**src/inc/pscr_pkg.sv**
```systemverilog
// package of register offsets, field positions and timing counts for the power control bank
package pscr_pkg;
	// ----------------------------------------------------------------
	// register indices; the bus address is a word index, not a byte address
	// ----------------------------------------------------------------
	localparam logic [7:0] REG_DOUBLER_CLOCK_CTRL  = 8'h15;
	localparam logic [7:0] REG_SUPPLY_CTRL         = 8'h1c;
	localparam logic [7:0] REG_ANALOG_ENABLES      = 8'h1d;
	localparam logic [7:0] REG_BATTERY_STATUS      = 8'h1f;
	localparam logic [7:0] REG_CLOCK_GATING        = 8'h14;
	localparam logic [7:0] REG_IRQ_STATUS          = 8'h20;
	localparam logic [7:0] REG_IRQ_MASK            = 8'h21;
	// ----------------------------------------------------------------
	// field positions
	// ----------------------------------------------------------------
	localparam int BIT_DOUBLER_ENABLE     = 6;
	localparam int BIT_DIVIDER_SELECT     = 0;
	localparam int BIT_CLOCK_SOURCE       = 0;
	localparam int BIT_SUPPLY_SWITCH      = 4;
	localparam int BIT_INPUT_SEL_LO       = 2;
	localparam int BIT_COMPARATOR_ENABLE  = 1;
	localparam int BIT_REF_TEMP_ENABLE    = 6;
	localparam int BIT_REGULATOR_ENABLE   = 5;
	localparam int BIT_GROUND_ENABLE      = 1;
	localparam int BIT_BIAS_ENABLE        = 0;
	localparam int BIT_RESULT             = 0;
	// writable-bit masks of each register except the read-only battery status
	localparam logic [7:0] MASK_DOUBLER_CLOCK_CTRL = 8'h41;
	localparam logic [7:0] MASK_SUPPLY_CTRL        = 8'h1e;
	localparam logic [7:0] MASK_ANALOG_ENABLES     = 8'h63;
	localparam logic [7:0] MASK_CLOCK_GATING       = 8'h01;
	localparam logic [7:0] MASK_IRQ                = 8'h03;
	// interrupt status bit positions
	localparam int IRQ_RESULT_RISE = 0;
	localparam int IRQ_RESULT_FALL = 1;
	// ----------------------------------------------------------------
	// reset values and divider ratios
	// ----------------------------------------------------------------
	localparam logic [7:0] RESET_VALUE   = 8'h00;
	localparam int         DIV_SLOW      = 200;
	localparam int         DIV_FAST      = 100;
	localparam int         DIV_EXTERNAL  = 32;
	localparam int         DIV_WIDTH     = 8;
	// comparator input selector codes
	localparam logic [1:0] SEL_TAP_HALF  = 2'h0;
	localparam logic [1:0] SEL_TAP_THIRD = 2'h1;
	localparam logic [1:0] SEL_EXT_AIN   = 2'h2;
	localparam logic [1:0] SEL_FLOATING  = 2'h3;
endpackage : pscr_pkg

```
**src/verilog/pscr_regs.sv**
```systemverilog
// power system control register bank with avalon slave, doubler clock divider and interrupt
//
// Added by the designer: the Avalon-MM register port.
`timescale 1ns/1ns
`default_nettype none

// Overview of operation
// - doubler clock control bit 6 turns the charge pump on or off.
// - doubler clock is main clock /100 when select is one, /200 when zero.
// - with clock source bit set, select is ignored and external clock /32 is used.
// - supply control bit 4 connects regulated supply to the supply output pin.
// - bits 3-2 pick half tap, third tap, external input four, or floating.
// - supply control bit 1 enables the low battery comparator.
// - analog enables bit 6 enables bandgap reference and temperature sensor together.
// - analog enables bit 5 turns the analog regulator on.
// - analog enables bit 1 enables the analog ground generator at half supply.
// - analog enables bit 0 enables the analog bias circuit.
// - status bit 0 reads the comparator result, one above the threshold.
module pscr_regs (
	// clock and reset
	input  wire logic                       ref_clk,
	input  wire logic                       resetn,
	// avalon-mm slave
	input  wire logic [7:0]                 avs_address,
	input  wire logic                       avs_read,
	input  wire logic                       avs_write,
	input  wire logic [31:0]                avs_writedata,
	input  wire logic [3:0]                 avs_byteenable,
	output logic      [31:0]                avs_readdata,
	output logic                            avs_waitrequest,
	output logic      [1:0]                 avs_response,
	// clock and comparator inputs from outside
	input  wire logic                       external_clock,
	input  wire logic                       battery_compare_result,
	// analog block controls
	output logic                            doubler_enable,
	output logic                            doubler_clock_enable,
	output logic                            supply_output_switch_enable,
	output logic      [1:0]                 battery_compare_input_select,
	output logic                            battery_comparator_enable,
	output logic                            reference_and_temp_sensor_enable,
	output logic                            regulator_enable,
	output logic                            analog_ground_enable,
	output logic                            analog_bias_enable,
	// interrupt
	output logic                            irq
);
	import pscr_pkg::*;

	localparam logic [pscr_pkg::DIV_WIDTH-1:0] TERM_SLOW = DIV_WIDTH'(DIV_SLOW - 1);
	localparam logic [pscr_pkg::DIV_WIDTH-1:0] TERM_FAST = DIV_WIDTH'(DIV_FAST - 1);
	localparam logic [pscr_pkg::DIV_WIDTH-1:0] TERM_EXT  = DIV_WIDTH'(DIV_EXTERNAL - 1);

	// ----------------------------------------------------------------
	// input synchronisers
	// ----------------------------------------------------------------
	logic [2:0] ext_sync;
	logic [2:0] next_ext_sync;
	logic [2:0] res_sync;
	logic [2:0] next_res_sync;
	logic       ext_level;
	logic       next_ext_level;
	logic       res_level;
	logic       next_res_level;

	// a change is taken only when stages two and three agree
	always_comb begin
		next_ext_sync  = {ext_sync[1:0], external_clock};
		next_res_sync  = {res_sync[1:0], battery_compare_result};
		next_ext_level = (ext_sync[2] == ext_sync[1]) ? ext_sync[2] : ext_level;
		next_res_level = (res_sync[2] == res_sync[1]) ? res_sync[2] : res_level;
	end

	always_ff @(posedge ref_clk) begin
		if (!resetn) begin
			ext_sync  <= 3'h0;
			res_sync  <= 3'h0;
			ext_level <= 1'b0;
			res_level <= 1'b0;
		end else begin
			ext_sync  <= next_ext_sync;
			res_sync  <= next_res_sync;
			ext_level <= next_ext_level;
			res_level <= next_res_level;
		end
	end

	// ----------------------------------------------------------------
	// register storage and bus slave
	// ----------------------------------------------------------------
	logic [7:0]  doubler_clock_ctrl;
	logic [7:0]  supply_output_and_battery_ctrl;
	logic [7:0]  analog_block_enables;
	logic [7:0]  clock_gating;
	logic [7:0]  irq_status;
	logic [7:0]  irq_mask;
	logic        resp_pending;
	logic [7:0]  next_doubler_clock_ctrl;
	logic [7:0]  next_supply_output_and_battery_ctrl;
	logic [7:0]  next_analog_block_enables;
	logic [7:0]  next_clock_gating;
	logic [7:0]  next_irq_status;
	logic [7:0]  next_irq_mask;
	logic        next_resp_pending;
	logic [31:0] next_readdata;
	logic [1:0]  next_response;
	logic [7:0]  irq_events;
	logic        res_prev;
	logic        next_res_prev;
	logic        wr_low;
	logic        access;

	// one wait cycle per access so read data and response come from flops
	always_comb begin
		access        = (avs_read | avs_write) & ~resp_pending;
		wr_low        = avs_write & access & avs_byteenable[0];
		next_doubler_clock_ctrl             = doubler_clock_ctrl;
		next_supply_output_and_battery_ctrl = supply_output_and_battery_ctrl;
		next_analog_block_enables           = analog_block_enables;
		next_clock_gating                   = clock_gating;
		next_irq_mask                       = irq_mask;
		next_readdata     = 32'h0;
		next_response     = 2'h0;
		next_resp_pending = access;
		next_res_prev     = res_level;
		// result edges are the block's events
		irq_events = 8'h0;
		irq_events[IRQ_RESULT_RISE] = res_level & ~res_prev;
		irq_events[IRQ_RESULT_FALL] = ~res_level & res_prev;
		next_irq_status = irq_status;
		if (access) begin
			if (avs_address == REG_DOUBLER_CLOCK_CTRL) begin
				next_readdata = {24'h0, doubler_clock_ctrl};
				if (wr_low)
					next_doubler_clock_ctrl = avs_writedata[7:0] & MASK_DOUBLER_CLOCK_CTRL;
			end else if (avs_address == REG_SUPPLY_CTRL) begin
				next_readdata = {24'h0, supply_output_and_battery_ctrl};
				if (wr_low)
					next_supply_output_and_battery_ctrl = avs_writedata[7:0] & MASK_SUPPLY_CTRL;
			end else if (avs_address == REG_ANALOG_ENABLES) begin
				next_readdata = {24'h0, analog_block_enables};
				if (wr_low)
					next_analog_block_enables = avs_writedata[7:0] & MASK_ANALOG_ENABLES;
			end else if (avs_address == REG_BATTERY_STATUS) begin
				next_readdata = {31'h0, res_level};
			end else if (avs_address == REG_CLOCK_GATING) begin
				next_readdata = {24'h0, clock_gating};
				if (wr_low)
					next_clock_gating = avs_writedata[7:0] & MASK_CLOCK_GATING;
			end else if (avs_address == REG_IRQ_STATUS) begin
				next_readdata = {24'h0, irq_status};
				if (wr_low)
					next_irq_status = irq_status & ~(avs_writedata[7:0] & MASK_IRQ);
			end else if (avs_address == REG_IRQ_MASK) begin
				next_readdata = {24'h0, irq_mask};
				if (wr_low)
					next_irq_mask = avs_writedata[7:0] & MASK_IRQ;
			end else begin
				next_response = 2'h2; // unmapped address answers slave error
			end
		end
		// a new event wins over a clear in the same cycle
		next_irq_status = next_irq_status | irq_events;
	end

	always_ff @(posedge ref_clk) begin
		if (!resetn) begin
			doubler_clock_ctrl             <= RESET_VALUE;
			supply_output_and_battery_ctrl <= RESET_VALUE;
			analog_block_enables           <= RESET_VALUE;
			clock_gating                   <= RESET_VALUE;
			irq_status                     <= RESET_VALUE;
			irq_mask                       <= RESET_VALUE;
			resp_pending                   <= 1'b0;
			res_prev                       <= 1'b0;
			avs_readdata                   <= 32'h0;
			avs_response                   <= 2'h0;
			avs_waitrequest                <= 1'b1;
			irq                            <= 1'b0;
		end else begin
			doubler_clock_ctrl             <= next_doubler_clock_ctrl;
			supply_output_and_battery_ctrl <= next_supply_output_and_battery_ctrl;
			analog_block_enables           <= next_analog_block_enables;
			clock_gating                   <= next_clock_gating;
			irq_status                     <= next_irq_status;
			irq_mask                       <= next_irq_mask;
			resp_pending                   <= next_resp_pending;
			res_prev                       <= next_res_prev;
			avs_readdata                   <= next_readdata;
			avs_response                   <= next_response;
			avs_waitrequest                <= ~next_resp_pending;
			irq                            <= |(next_irq_status & next_irq_mask);
		end
	end

	// ----------------------------------------------------------------
	// doubler clock divider
	// ----------------------------------------------------------------
	logic [DIV_WIDTH-1:0] div_count;
	logic [DIV_WIDTH-1:0] next_div_count;
	logic [DIV_WIDTH-1:0] div_term;
	logic                 ext_prev;
	logic                 next_ext_prev;
	logic                 tick;
	logic                 next_clock_enable;

	// the external source counts rising edges of the synchronised pin
	always_comb begin
		next_ext_prev = ext_level;
		if (clock_gating[BIT_CLOCK_SOURCE]) begin
			div_term = TERM_EXT;
			tick     = ext_level & ~ext_prev;
		end else begin
			div_term = doubler_clock_ctrl[BIT_DIVIDER_SELECT] ? TERM_FAST : TERM_SLOW;
			tick     = 1'b1;
		end
		next_div_count    = div_count;
		next_clock_enable = 1'b0;
		if (!doubler_clock_ctrl[BIT_DOUBLER_ENABLE]) begin
			next_div_count = '0;
		end else if (tick) begin
			if (div_count >= div_term) begin
				next_div_count    = '0;
				next_clock_enable = 1'b1;
			end else begin
				next_div_count = div_count + 1'b1;
			end
		end
	end

	always_ff @(posedge ref_clk) begin
		if (!resetn) begin
			div_count            <= '0;
			ext_prev             <= 1'b0;
			doubler_clock_enable <= 1'b0;
		end else begin
			div_count            <= next_div_count;
			ext_prev             <= next_ext_prev;
			doubler_clock_enable <= next_clock_enable;
		end
	end

	// ----------------------------------------------------------------
	// static analog control levels
	// ----------------------------------------------------------------
	// registered copies keep every output straight from a flop
	always_ff @(posedge ref_clk) begin
		if (!resetn) begin
			doubler_enable                   <= 1'b0;
			supply_output_switch_enable      <= 1'b0;
			battery_compare_input_select     <= SEL_TAP_HALF;
			battery_comparator_enable        <= 1'b0;
			reference_and_temp_sensor_enable <= 1'b0;
			regulator_enable                 <= 1'b0;
			analog_ground_enable             <= 1'b0;
			analog_bias_enable               <= 1'b0;
		end else begin
			doubler_enable <= next_doubler_clock_ctrl[BIT_DOUBLER_ENABLE];
			supply_output_switch_enable <=
				next_supply_output_and_battery_ctrl[BIT_SUPPLY_SWITCH];
			battery_compare_input_select <=
				next_supply_output_and_battery_ctrl[BIT_INPUT_SEL_LO +: 2];
			battery_comparator_enable <=
				next_supply_output_and_battery_ctrl[BIT_COMPARATOR_ENABLE];
			reference_and_temp_sensor_enable <=
				next_analog_block_enables[BIT_REF_TEMP_ENABLE];
			regulator_enable     <= next_analog_block_enables[BIT_REGULATOR_ENABLE];
			analog_ground_enable <= next_analog_block_enables[BIT_GROUND_ENABLE];
			analog_bias_enable   <= next_analog_block_enables[BIT_BIAS_ENABLE];
		end
	end

endmodule : pscr_regs
`default_nettype wire

```
**config.mk**
```make
export PLATFORM = sky130hd
export DESIGN_NAME = pscr_regs
export DESIGN_NICKNAME = d
export VERILOG_FILES = /design/src/inc/pscr_pkg.sv /design/src/verilog/pscr_regs.sv
export SDC_FILE = /design/constraint.sdc
export NUM_CORES = 1
export LEC_CHECK = 0
export ABC_AREA = 1
export BUFFER_PORTS_ARGS = -buffer_cell sky130_fd_sc_hd__buf_2
export CAP_MARGIN = 15
export CORE_MARGIN = 2
export CORE_UTILIZATION = 42
export DETAILED_ROUTE_END_ITERATION = 10
export PLACE_DENSITY = 0.75
export SYNTH_ARGS = -nofsm -noshare
export SYNTH_HDL_FRONTEND = slang
export SYNTH_SLANG_ARGS = --single-unit
```
**constraint.sdc**
```tcl
create_clock -name ref_clk -period 1.6 [get_ports ref_clk]
set_input_delay 0.08 -clock ref_clk [delete_from_list [all_inputs] [get_ports ref_clk]]
set_output_delay 0.08 -clock ref_clk [all_outputs]
set_load 0.02 [all_outputs]
```
==> results by group, run 1 <==
Outcome
  • Status: complete, but fails checks
  • Violated checks: setup timing

Floorplanning
  • Core Box Area: 5070 µm²
  • IO Pins: 96
  • Initial Util: 43.1%
  • Die ar.: 5800 µm²
  • # rows: 26
  • Die X: 76.2 µm
  • Die Height: 76.2 µm

Drt
  • Final ANT Viol Nets: 0
  • DRC violations left: 0
  • DR iter-0 viols: 107
  • Detailed Routing Iterations Pass 1: 4
  • Top layer in use: met4
  • Routed wire length on met2: 2.20 mm
  • Wirelength, routed: 4.83 mm
  • Metal3 WL: 403 µm
  • Via count: 1961
  • Wire length per cell: 11.2 µm
  • WL met1: 2.08 mm
  • Routed vias/inst: 4.55

Clock tree
  • Clock sinks: 45
  • Skew-Pair Late Insertion Delay: 0.31 ns
  • Htree depth: 2
  • Clock slew at reported path FFs: 0.09 ns
  • Root buf cell: clkbuf_8
  • CTS tree: yes
  • CTS max path bufs: 2
  • CTS Buf Count: 5

Setup path
  • Crit Path Max Fanout: 8
  • Endpoint class of the critical path: flip-flop
  • Critical path class: reg -> reg
  • CP max stage cell: dfxtp_2
  • Critical Path AT: 1.85 ns
  • Crit path largest cell delay: 0.37 ns
  • Critical path cell sequence: inv_4 > nor2_4 > inv_2 > ha_4 > a21oi_4 > o21ai_2 > o21ai_2 > nand2_4 > nor3b_2
  • CP Data Required Time: 1.84 ns
  • Cell family with most CP delay: compound AO/OA/AOI/OAI gates
  • Worst Path Buf+Inv: 2
  • Crit-path most repeated cell: o21ai_2
  • Setup crit start kind: flip-flop

GRT
  • Largest net degree at the start of global routing: 20
  • GR Util All Layers: 15.7%
  • Antenna violations before repair: 0
  • Vias in the first global route: 1791
  • First-pass GRT wire length: 7.45 mm
  • Global route overflow: 0

Pwr
  • Comb pwr share: 7.4%
  • Pint: 1810 µW
  • Peak supply drop: 0.000559 V
  • PwrDens: 851 nW/µm²
  • P_leak: 0.00137 µW
  • Sequential share of power: 48.3%
  • Sw Ratio: 23.0%
  • Clock share of power: 44.3%
  • Sw Pwr: 541 µW

STA
  • Unrepaired setup endpoints after global routing: true
  • # setup viols final: 1
  • Final period util: 100%
  • Minimum clock period: 1.61 ns
  • Final Hold Viols: 0
  • Worst Skew: 0.0104 ns
  • Max Freq: 622 MHz
  • Max Slew Vio Count: 0
  • Final setup margin: -0.00731 ns

Placed design
  • HPWL after DPL: 3.42 mm
  • Buffers added on ports: 41
  • Placed Cells incl. Taps: 420
  • Routability Congestion: 0.806

Min path
  • HP Class: in -> reg

Layout
  • Final core utilization: 54.4%
  • Layout cell share with drive strength beyond 1: 28.3%
  • Non-filler cells, final: 431
  • Reg area: 906 µm²
  • Area of the multi-input gates: 1110 µm²
  • Post-layout nets: 417
  • Syn-to-layout area delta: 26.1%
  • Fill count: 450
  • # diodes: 0

Logic synthesis
  • Synth cell types: 29
  • Synth warn: 0
  • Syn Inst Count: 300
  • Sequential cell area fraction in the yosys report: 41.2%
  • Post-Synth Adder-Cell Area: 4.00%
  • Post-synthesis mux area share: 0.457%
  • Main combinational cell family by area after synthesis: simple AND/OR/NAND/NOR gates
  • XOR/XNOR Fraction of Synth Area: 1.60%
  • Simple-gate portion of the synthesized area: 24.2%
  • Synthesis-stage register bit count: 45
  • Mapped cell area: 2190 µm²
  • Synth Area per Inst: 7.29 µm²
  • Synth Area in Compound Gates: 10.5%

Flow run
  • Number of max-cap violations: 0
## layout by cell type (no fill, tap or decap), types with 3 or more instances in the layout
cell type  count
nand4_1        3
buf_2         41
dfxtp_1       43
o21ai_0       14
clkbuf_8       5
nand2_2        3
nor2_1        35
inv_2          5
buf_4         12
nor2_2         7
conb_1        26
a21oi_1       17
nand3_1       11
ha_4           3
xor2_1         4
ha_1           3
inv_1         43
nand2_1       51
## layer usage
layer / global-route usage [%] / up-vias
li1: - / 999
met1: 18.8 / 886
met2: 25.4 / 62
met3: 5.92 / 14
met4: 6.73 / 0
met5: 0 / -
## kinds of logic (layout without fill, tap and decap cells)
logic type / count (synthesis) / after routing
other: 1 / 26
multiplexers: 1 / 1
buffers and inverters: 78 / 114
flip-flops: 45 / 45
AND/OR/NAND/NOR: 122 / 122
AO/OA/AOI/OAI: 42 / 42
adder cells (fa/ha/maj): 7 / 7
XOR/XNOR: 4 / 4
## cell usage after synthesis, drive strengths merged
library cell   n  area [µm²]
a211oi         1        7.51
a21oi         20         100
buf           27         200
clkbuf         1        3.75
conb           1        3.75
dfxtp         45         901
ha             7        87.6
inv           50         188
mux2i          1        10.0
nand2         56         215
nand3         13        70.1
nand4          4        31.3
nor2          44         183
nor3           2        10.0
nor3b          1        7.51
nor4           1        6.26
o21ai         18         101
o21bai         2        15.0
o22ai          1        6.26
or2            1        6.26
xor2           4        35.0
## flip-flops by register name (all words and copies together), names as in the netlist, 2 cells and up
| register | flops |
|---|---|
| analog_block_enables | 4 |
| supply_output_and_battery_ctrl | 4 |
| res_sync | 3 |
| irq_mask | 2 |
| irq_status | 2 |
| ext_sync | 3 |
| div_count | 8 |
| avs_readdata | 7 |
## tightest hold or removal path: cells and delay by family
kind,cells,cell delay (ns)
buf+inv,1,0.07
simple gates,2,0.13
## power by group through the flow
stage / Combinational, µW / Sequential (µW) / Clock (µW)
CTS: 173 / 1140 / 1060
finish: 175 / 1130 / 1040
detailed placement: 169 / 1160 / 0
global placement: 167 / 1160 / 0
global route: 193 / 1140 / 1110
floorplan: 156 / 1170 / 0
## final cells by class
cell class	count	area share [%]
Multi-Input combinational cell	202	40.2
Sequential cell	45	32.8
Timing Repair Buffer	56	11.8
Inverter	50	6.98
Tap cell	70	3.17
Clock buffer	5	2.49
Clock inverter	3	2.49
## through the flow
stage	power [µW]	TNS, ns	worst slack (ns)	cell area, µm²	hold WS (ns)
6_report	2350	-0.00731	-0.00731	2760	0.0171
5_1_grt	2440	-0.172	-0.0794	2760	0.0300
4_1_cts	2370	0	0.000491	2650	0.0137
2_1_floorplan	1320	0	0.0329	2280	0.178
3_3_place_gp	1330	-0.378	-0.0672	2460	0.259
3_5_place_dp	1330	-0.498	-0.132	2460	0.267
## final timing paths
check / startpoint / cells past startpoint / slack, ns / to
worst max-delay path: doubler_clock_ctrl[0]$_SDFFE_PN0P_ / 9 / -0.007 / div_count[4]$_SDFFE_PN0N_
worst max register to register: doubler_clock_ctrl[0]$_SDFFE_PN0P_ / 9 / -0.007 / div_count[4]$_SDFFE_PN0N_
worst min-delay path: avs_writedata[5] / 3 / 0.02 / analog_block_enables[5]$_SDFFE_PN0P_
worst min register to register: ext_sync[0]$_SDFF_PN0_ / 2 / 0.42 / ext_sync[1]$_SDFF_PN0_
## what timing repair did
item                                   in CTS  in global routing
buffers inserted                            2                  0
setup endpoints to repair                   8                  9
pin swaps                                   3                  4
resized for setup                          10                 24
cloned                                      0                  0
endpoints found under the hold margin       2                  0
hold buffers                                2                  0
Power figures use the tool's default switching activity.
==> inputs of run 2 (changes only) <==
Settings changed: CORE_MARGIN 2 to 1.5, PLACE_DENSITY 0.75 to 0.74.
==> results by group, run 2 (synthesized netlist as in run 1, its figures left out) <==
Flow run
  • Number of max-cap violations: 0 (unchanged)

Placed design
  • HPWL after DPL: 3.40 mm (-0.55%)
  • Buffers added on ports: 41 (unchanged)
  • Post-DP Area: 2450 µm² (-0.61%)
  • Routability Congestion: 0.886 (+9.8%)
  • Placed Cells incl. Taps: 418 (-0.48%)
  • Pre-CTS WS: -0.137 ns (-0.00409 ns)

Pwr
  • Comb pwr share: 7.4% (about the same)
  • Clock share of power: 44.3% (about the same)
  • Sequential share of power: 48.3% (about the same)
  • P_leak: 0.00137 µW (-0.37%)
  • Pint: 1800 µW (-0.11%)
  • Peak supply drop: 0.000536 V (-4.1%)
  • PwrDens: 854 nW/µm² (+0.37%)
  • Sw Ratio: 23.1% (about the same)
  • Sw Pwr: 541 µW (about the same)

Clock tree
  • Skew-Pair Late Insertion Delay: 0.31 ns (about the same)
  • CTS tree: yes
  • Clock sinks: 45 (unchanged)
  • Htree depth: 2 (unchanged)
  • CTS Buf Count: 5 (unchanged)
  • CTS max path bufs: 2 (unchanged)
  • Root buf cell: clkbuf_8
  • Clock slew at reported path FFs: 0.09 ns (about the same)

Drt
  • Wirelength, routed: 4.73 mm (-2.1%)
  • Routed vias/inst: 4.49 (-1.2%)
  • DRC violations left: 0 (unchanged)
  • DR iter-0 viols: 114 (+6.5%)
  • Detailed Routing Iterations Pass 1: 4 (unchanged)
  • Final ANT Viol Nets: 0 (unchanged)
  • Via count: 1937 (-1.2%)
  • Wire length per cell: 11.0 µm (-2.1%)

Setup path
  • Critical path class: reg -> reg
  • Reg2reg setup slack: 0.005 ns (about the same)
  • CP Data Required Time: 1.84 ns (about the same)
  • Critical R2R Capture: div_count[4]$_SDFFE_PN0N_
  • Endpoint class of the critical path: flip-flop
  • R2R cell count: 9 (unchanged)
  • Worst r2r src: doubler_clock_ctrl[0]$_SDFFE_PN0P_
  • Setup crit start kind: flip-flop
  • Crit Path Max Fanout: 8 (unchanged)
  • Critical Path AT: 1.84 ns (about the same)

STA
  • Final period util: 99.7% (-0.79 points)
  • # setup viols final: 0 (-1)
  • Max Slew Vio Count: 0 (unchanged)
  • Unrepaired setup endpoints after global routing: true
  • Minimum clock period: 1.59 ns (-0.0127 ns)
  • Max Freq: 627 MHz (+0.80%)
  • Final setup margin: 0.00539 ns (+0.0127 ns)
  • Final setup TNS: 0 ns (+0.00731 ns)
  • Worst Skew: 0.00675 ns (-0.00364 ns)
  • Final Hold Viols: 0 (unchanged)
  • Hold_ws: 0.00489 ns (-0.0122 ns)

GRT
  • GR Util All Layers: 17.9% (+2.2 points)
  • Antenna violations before repair: 0 (unchanged)
  • First-pass GRT wire length: 7.71 mm (+3.5%)
  • Largest net degree at the start of global routing: 20 (unchanged)
  • Vias in the first global route: 1749 (-2.3%)
  • Global route overflow: 0 (unchanged)

Floorplanning
  • Die Height: 75.2 µm (-1.3%)
  • Die X: 75.2 µm (-1.3%)
  • IO Pins: 96 (unchanged)
  • Initial Util: 43.1% (unchanged)
  • Core Box Area: 5070 µm² (unchanged)
  • Die ar.: 5650 µm² (-2.6%)
  • # rows: 26 (unchanged)

Min path
  • Hold Startpoint: avs_writedata[5]
  • HP Class: in -> reg
  • Worst Hold End: analog_block_enables[5]$_SDFFE_PN0P_
  • WHS Path Cells: 3 (unchanged)

Layout
  • Commonest non-fill, non-tap cell in the layout: nand2_1
  • Design Area, Final: 2750 µm² (-0.45%)
  • Most flops, register: div_count
  • # diodes: 0 (unchanged)
  • Non-filler cells, final: 431 (unchanged)
  • Fill count: 476 (+5.8%)
  • Max reg flops: 8 (unchanged)
  • Most frequent cells in the layout: nand2_1, inv_1, dfxtp_1
  • Syn-to-layout area delta: 25.5%
  • Top flop regs: div_count x8, avs_readdata x7
  • Layout cell share with drive strength beyond 1: 27.4% (-0.83 points)
  • Post-layout nets: 417 (unchanged)

Outcome
  • Status: finished clean
[run 2: final cells by class]
type | instances | area [µm²] | area share (%)
inverter | 50 | 193 | 7.02
timing repair buffer | 56 | 327 | 11.9
clock buffer | 5 | 68.8 | 2.51
clock inverter | 3 | 68.8 | 2.51
tap | 70 | 87.6 | 3.19
sequential | 45 | 906 | 33.0
multi-input combinational | 202 | 1100 | 39.9
[run 2: stage by stage]
step                      utilization, %  total power [µW]
after floorplan                        -              1320
after global placement              48.2              1330
after detailed placement            48.2              1330
after CTS                           53.8              2360
after global routing                54.1              2430
final                               54.1              2350
[run 2: worst max path at each step]
| stage | from | end |
|---|---|---|
| after global placement | clock_gating[0]$_SDFFE_PN0P_ | div_count[6]$_SDFFE_PN0N_ |
| after floorplan | clock_gating[0]$_SDFFE_PN0P_ | div_count[6]$_SDFFE_PN0N_ |
| after global routing | doubler_clock_ctrl[0]$_SDFFE_PN0P_ | div_count[4]$_SDFFE_PN0N_ |
| after CTS | clock_gating[0]$_SDFFE_PN0P_ | doubler_clock_enable$_SDFF_PN0_ |
| after detailed placement | doubler_clock_ctrl[0]$_SDFFE_PN0P_ | div_count[4]$_SDFFE_PN0N_ |
| final | doubler_clock_ctrl[0]$_SDFFE_PN0P_ | div_count[4]$_SDFFE_PN0N_ |
[run 2: layer usage]
metal | track usage, % | wire length, µm
met1 | 22.9 | 2120
met2 | 29.8 | 2270
met3 | 4.82 | 282
met4 | 5.36 | 48
met5 | 0 | 0
[run 2: power groups by stage]
| stage | sequential [µW] | combinational [µW] | clock [µW] |
|---|---|---|---|
| 3_5_place_dp | 1160 | 166 | 0 |
| 4_1_cts | 1130 | 171 | 1060 |
| 5_1_grt | 1140 | 194 | 1100 |
| 3_3_place_gp | 1160 | 164 | 0 |
| 6_report | 1130 | 173 | 1040 |
| 2_1_floorplan | 1170 | 156 | 0 |
[run 2: repair_timing]
action / CTS / global route
endpoints found under the setup margin: 8 / 9
gates resized for setup: 26 / 3
hold buffers: 2 / 0
setup buffers: 3 / 1
pin swaps: 10 / 7
hold endpoints to repair: 2 / 0
[run 2: worst max-delay path, cell delays in order, from the launching register on]
cell	delay, ns
dfxtp_2	0.37
inv_4	0.06
nor2_4	0.10
inv_2	0.06
ha_4	0.22
a21oi_2	0.12
o21ai_1	0.09
o21ai_2	0.24
nand2_4	0.12
nor3b_2	0.16
==> inputs of run 3 (changes only) <==
Settings changed: SETUP_SLACK_MARGIN from default to 0.1.
==> results by group, run 3 (synthesized netlist as in run 1, its figures left out) <==
Outcome
  • Status: finished clean

Layout
  • Reg area: 906 µm² (unchanged)
  • Design Area, Final: 2780 µm² (+1.1%)
  • Commonest non-fill, non-tap cell in the layout: nand2_1
  • Layout cell share with drive strength beyond 1: 29.7% (+2.2 points)
  • Most flops, register: div_count
  • Most frequent cells in the layout: nand2_1, dfxtp_1, inv_1
  • # diodes: 0 (unchanged)
  • Syn-to-layout area delta: 26.9%
  • Top flop regs: div_count x8, avs_readdata x7
  • Area of the multi-input gates: 1150 µm² (+5.4%)
  • Post-layout nets: 420 (+0.72%)
  • Fill count: 512 (+7.6%)
  • Non-filler cells, final: 434 (+0.70%)
  • Max reg flops: 8 (unchanged)

Floorplanning
  • IO Pins: 96 (unchanged)
  • Initial Util: 43.1% (unchanged)
  • # rows: 26 (unchanged)
  • Die Height: 75.2 µm (unchanged)
  • Die X: 75.2 µm (unchanged)
  • Die ar.: 5650 µm² (unchanged)
  • Core Box Area: 5070 µm² (unchanged)

Setup path
  • Crit Path Max Fanout: 8 (unchanged)
  • Setup crit start kind: flip-flop
  • CP Data Required Time: 1.83 ns (about the same)
  • Endpoint class of the critical path: flip-flop
  • Critical path class: reg -> reg
  • Critical Path AT: 1.76 ns (-0.08 ns)

Min path
  • HP Class: in -> reg

Pwr
  • Clock share of power: 34.1% (-10 points)
  • Sw Pwr: 509 µW (-5.8%)
  • Sw Ratio: 25.6% (+2.5 points)
  • PwrDens: 717 nW/µm² (-16%)
  • Sequential share of power: 56.9% (+8.6 points)
  • Comb pwr share: 8.9% (+1.5 points)
  • Pint: 1480 µW (-18%)
  • Peak supply drop: 0.000491 V (-8.4%)
  • P_leak: 0.00138 µW (+0.67%)

Clock tree
  • Htree depth: 2 (unchanged)
  • Root buf cell: clkbuf_8
  • CTS Buf Count: 5 (unchanged)
  • CTS tree: yes
  • CTS max path bufs: 2 (unchanged)
  • Clock sinks: 45 (unchanged)
  • Clock slew at reported path FFs: 0.08 ns (about the same)
  • Skew-Pair Late Insertion Delay: 0.30 ns (about the same)

GRT
  • Global route overflow: 0 (unchanged)
  • First-pass GRT wire length: 6.96 mm (-9.7%)
  • Antenna violations before repair: 0 (unchanged)
  • GR Util All Layers: 16.2% (-1.7 points)
  • Vias in the first global route: 1678 (-4.1%)
  • Largest net degree at the start of global routing: 20 (unchanged)

Drt
  • Via count: 1958 (+1.1%)
  • Wire length per cell: 10.8 µm (-1.6%)
  • Detailed Routing Iterations Pass 1: 4 (unchanged)
  • DRC violations left: 0 (unchanged)
  • DR iter-0 viols: 101 (-11%)
  • Wirelength, routed: 4.69 mm (-0.91%)
  • Final ANT Viol Nets: 0 (unchanged)
  • Routed vias/inst: 4.51 (+0.39%)

Placed design
  • Buffers added on ports: 41 (unchanged)
  • HPWL after DPL: 3.29 mm (-3.1%)
  • Post-DP Area: 2440 µm² (-0.31%)
  • Routability Congestion: 0.868 (-2.0%)
  • Placed Cells incl. Taps: 416 (-0.48%)

STA
  • Unrepaired setup endpoints after global routing: true
  • Final Hold Viols: 0 (unchanged)
  • Worst Skew: 0.00563 ns (-0.00112 ns)
  • Minimum clock period: 1.53 ns (-0.0688 ns)
  • Final period util: 95.4% (-4.3 points)
  • # setup viols final: 0 (unchanged)
  • Max Freq: 655 MHz (+4.5%)
  • Max Slew Vio Count: 0 (unchanged)

Flow run
  • Number of max-cap violations: 0 (unchanged)
## run 3: changes by cell type in the layout (fill, tap and decap cells not counted), sizes merged
cell and delta:
clkinv +2, buf +2, clkinvlp +1, bufinv -2
inv -1, dlygate4sd3 +1
## run 3: final cells by class
class,count,share of cell area (%)
timing repair buffer,59,12.5
inverter,50,7.03
tap,70,3.15
multi-input combinational,202,41.6
clock buffer,5,2.48
clock inverter,3,0.631
sequential,45,32.6
## run 3: stage by stage
step	total power, µW	hold WS [ns]	setup WS (ns)	TNS [ns]	util, %
final	1990	0.0443	0.0742	0	54.7
after global routing	2080	0.0575	-0.00678	-0.00678	54.7
after CTS	2010	0.0333	0.0108	0	51.8
after detailed placement	1330	0.266	-0.0874	-0.383	48.1
after global placement	1330	0.262	-0.0624	-0.179	48.1
after floorplan	1320	0.178	0.0925	0	-
## run 3: power groups by stage
stage	logic, µW	registers, µW	clock network, µW
2_1_floorplan	156	1170	0
3_3_place_gp	167	1160	0
3_5_place_dp	169	1160	0
4_1_cts	175	1130	700
5_1_grt	199	1140	747
6_report	178	1130	680
## run 3: path summary, 6_finish.rpt
check,endpoint,cells past startpoint,slack [ns],startpoint
min reg2reg,res_sync[1]$_SDFF_PN0_,2,0.41,res_sync[0]$_SDFF_PN0_
max reg2reg,div_count[4]$_SDFFE_PN0N_,9,0.07,doubler_clock_ctrl[0]$_SDFFE_PN0P_
max,div_count[4]$_SDFFE_PN0N_,9,0.07,doubler_clock_ctrl[0]$_SDFFE_PN0P_
min,analog_block_enables[6]$_SDFFE_PN0P_,3,0.04,avs_writedata[6]
## run 3: repair_timing
item                       CTS  global route
hold endpoints to repair     3             0
hold buffers                 3             0
pin swaps                    9            11
setup endpoints to repair    8            11
setup buffers                4             4
gates resized for setup     13            26
## run 3: critical path, cell delays in order (launching register included)
cell and delay [ns]:
dfxtp_2 0.37, inv_4 0.06, nor2_4 0.09, inv_2 0.06, ha_4 0.23, a21oi_4 0.12
o21ai_2 0.07, o21ai_2 0.18, nand2_4 0.12, nor3b_2 0.16
## run 3: metal layers
metal	wire, µm	track usage (%)	vias up
li1	-	-	1010
met1	2090	20.7	866
met3	354	4.69	10
met4	100	6.35	0
met2	2140	26.1	72
met5	0	0	-
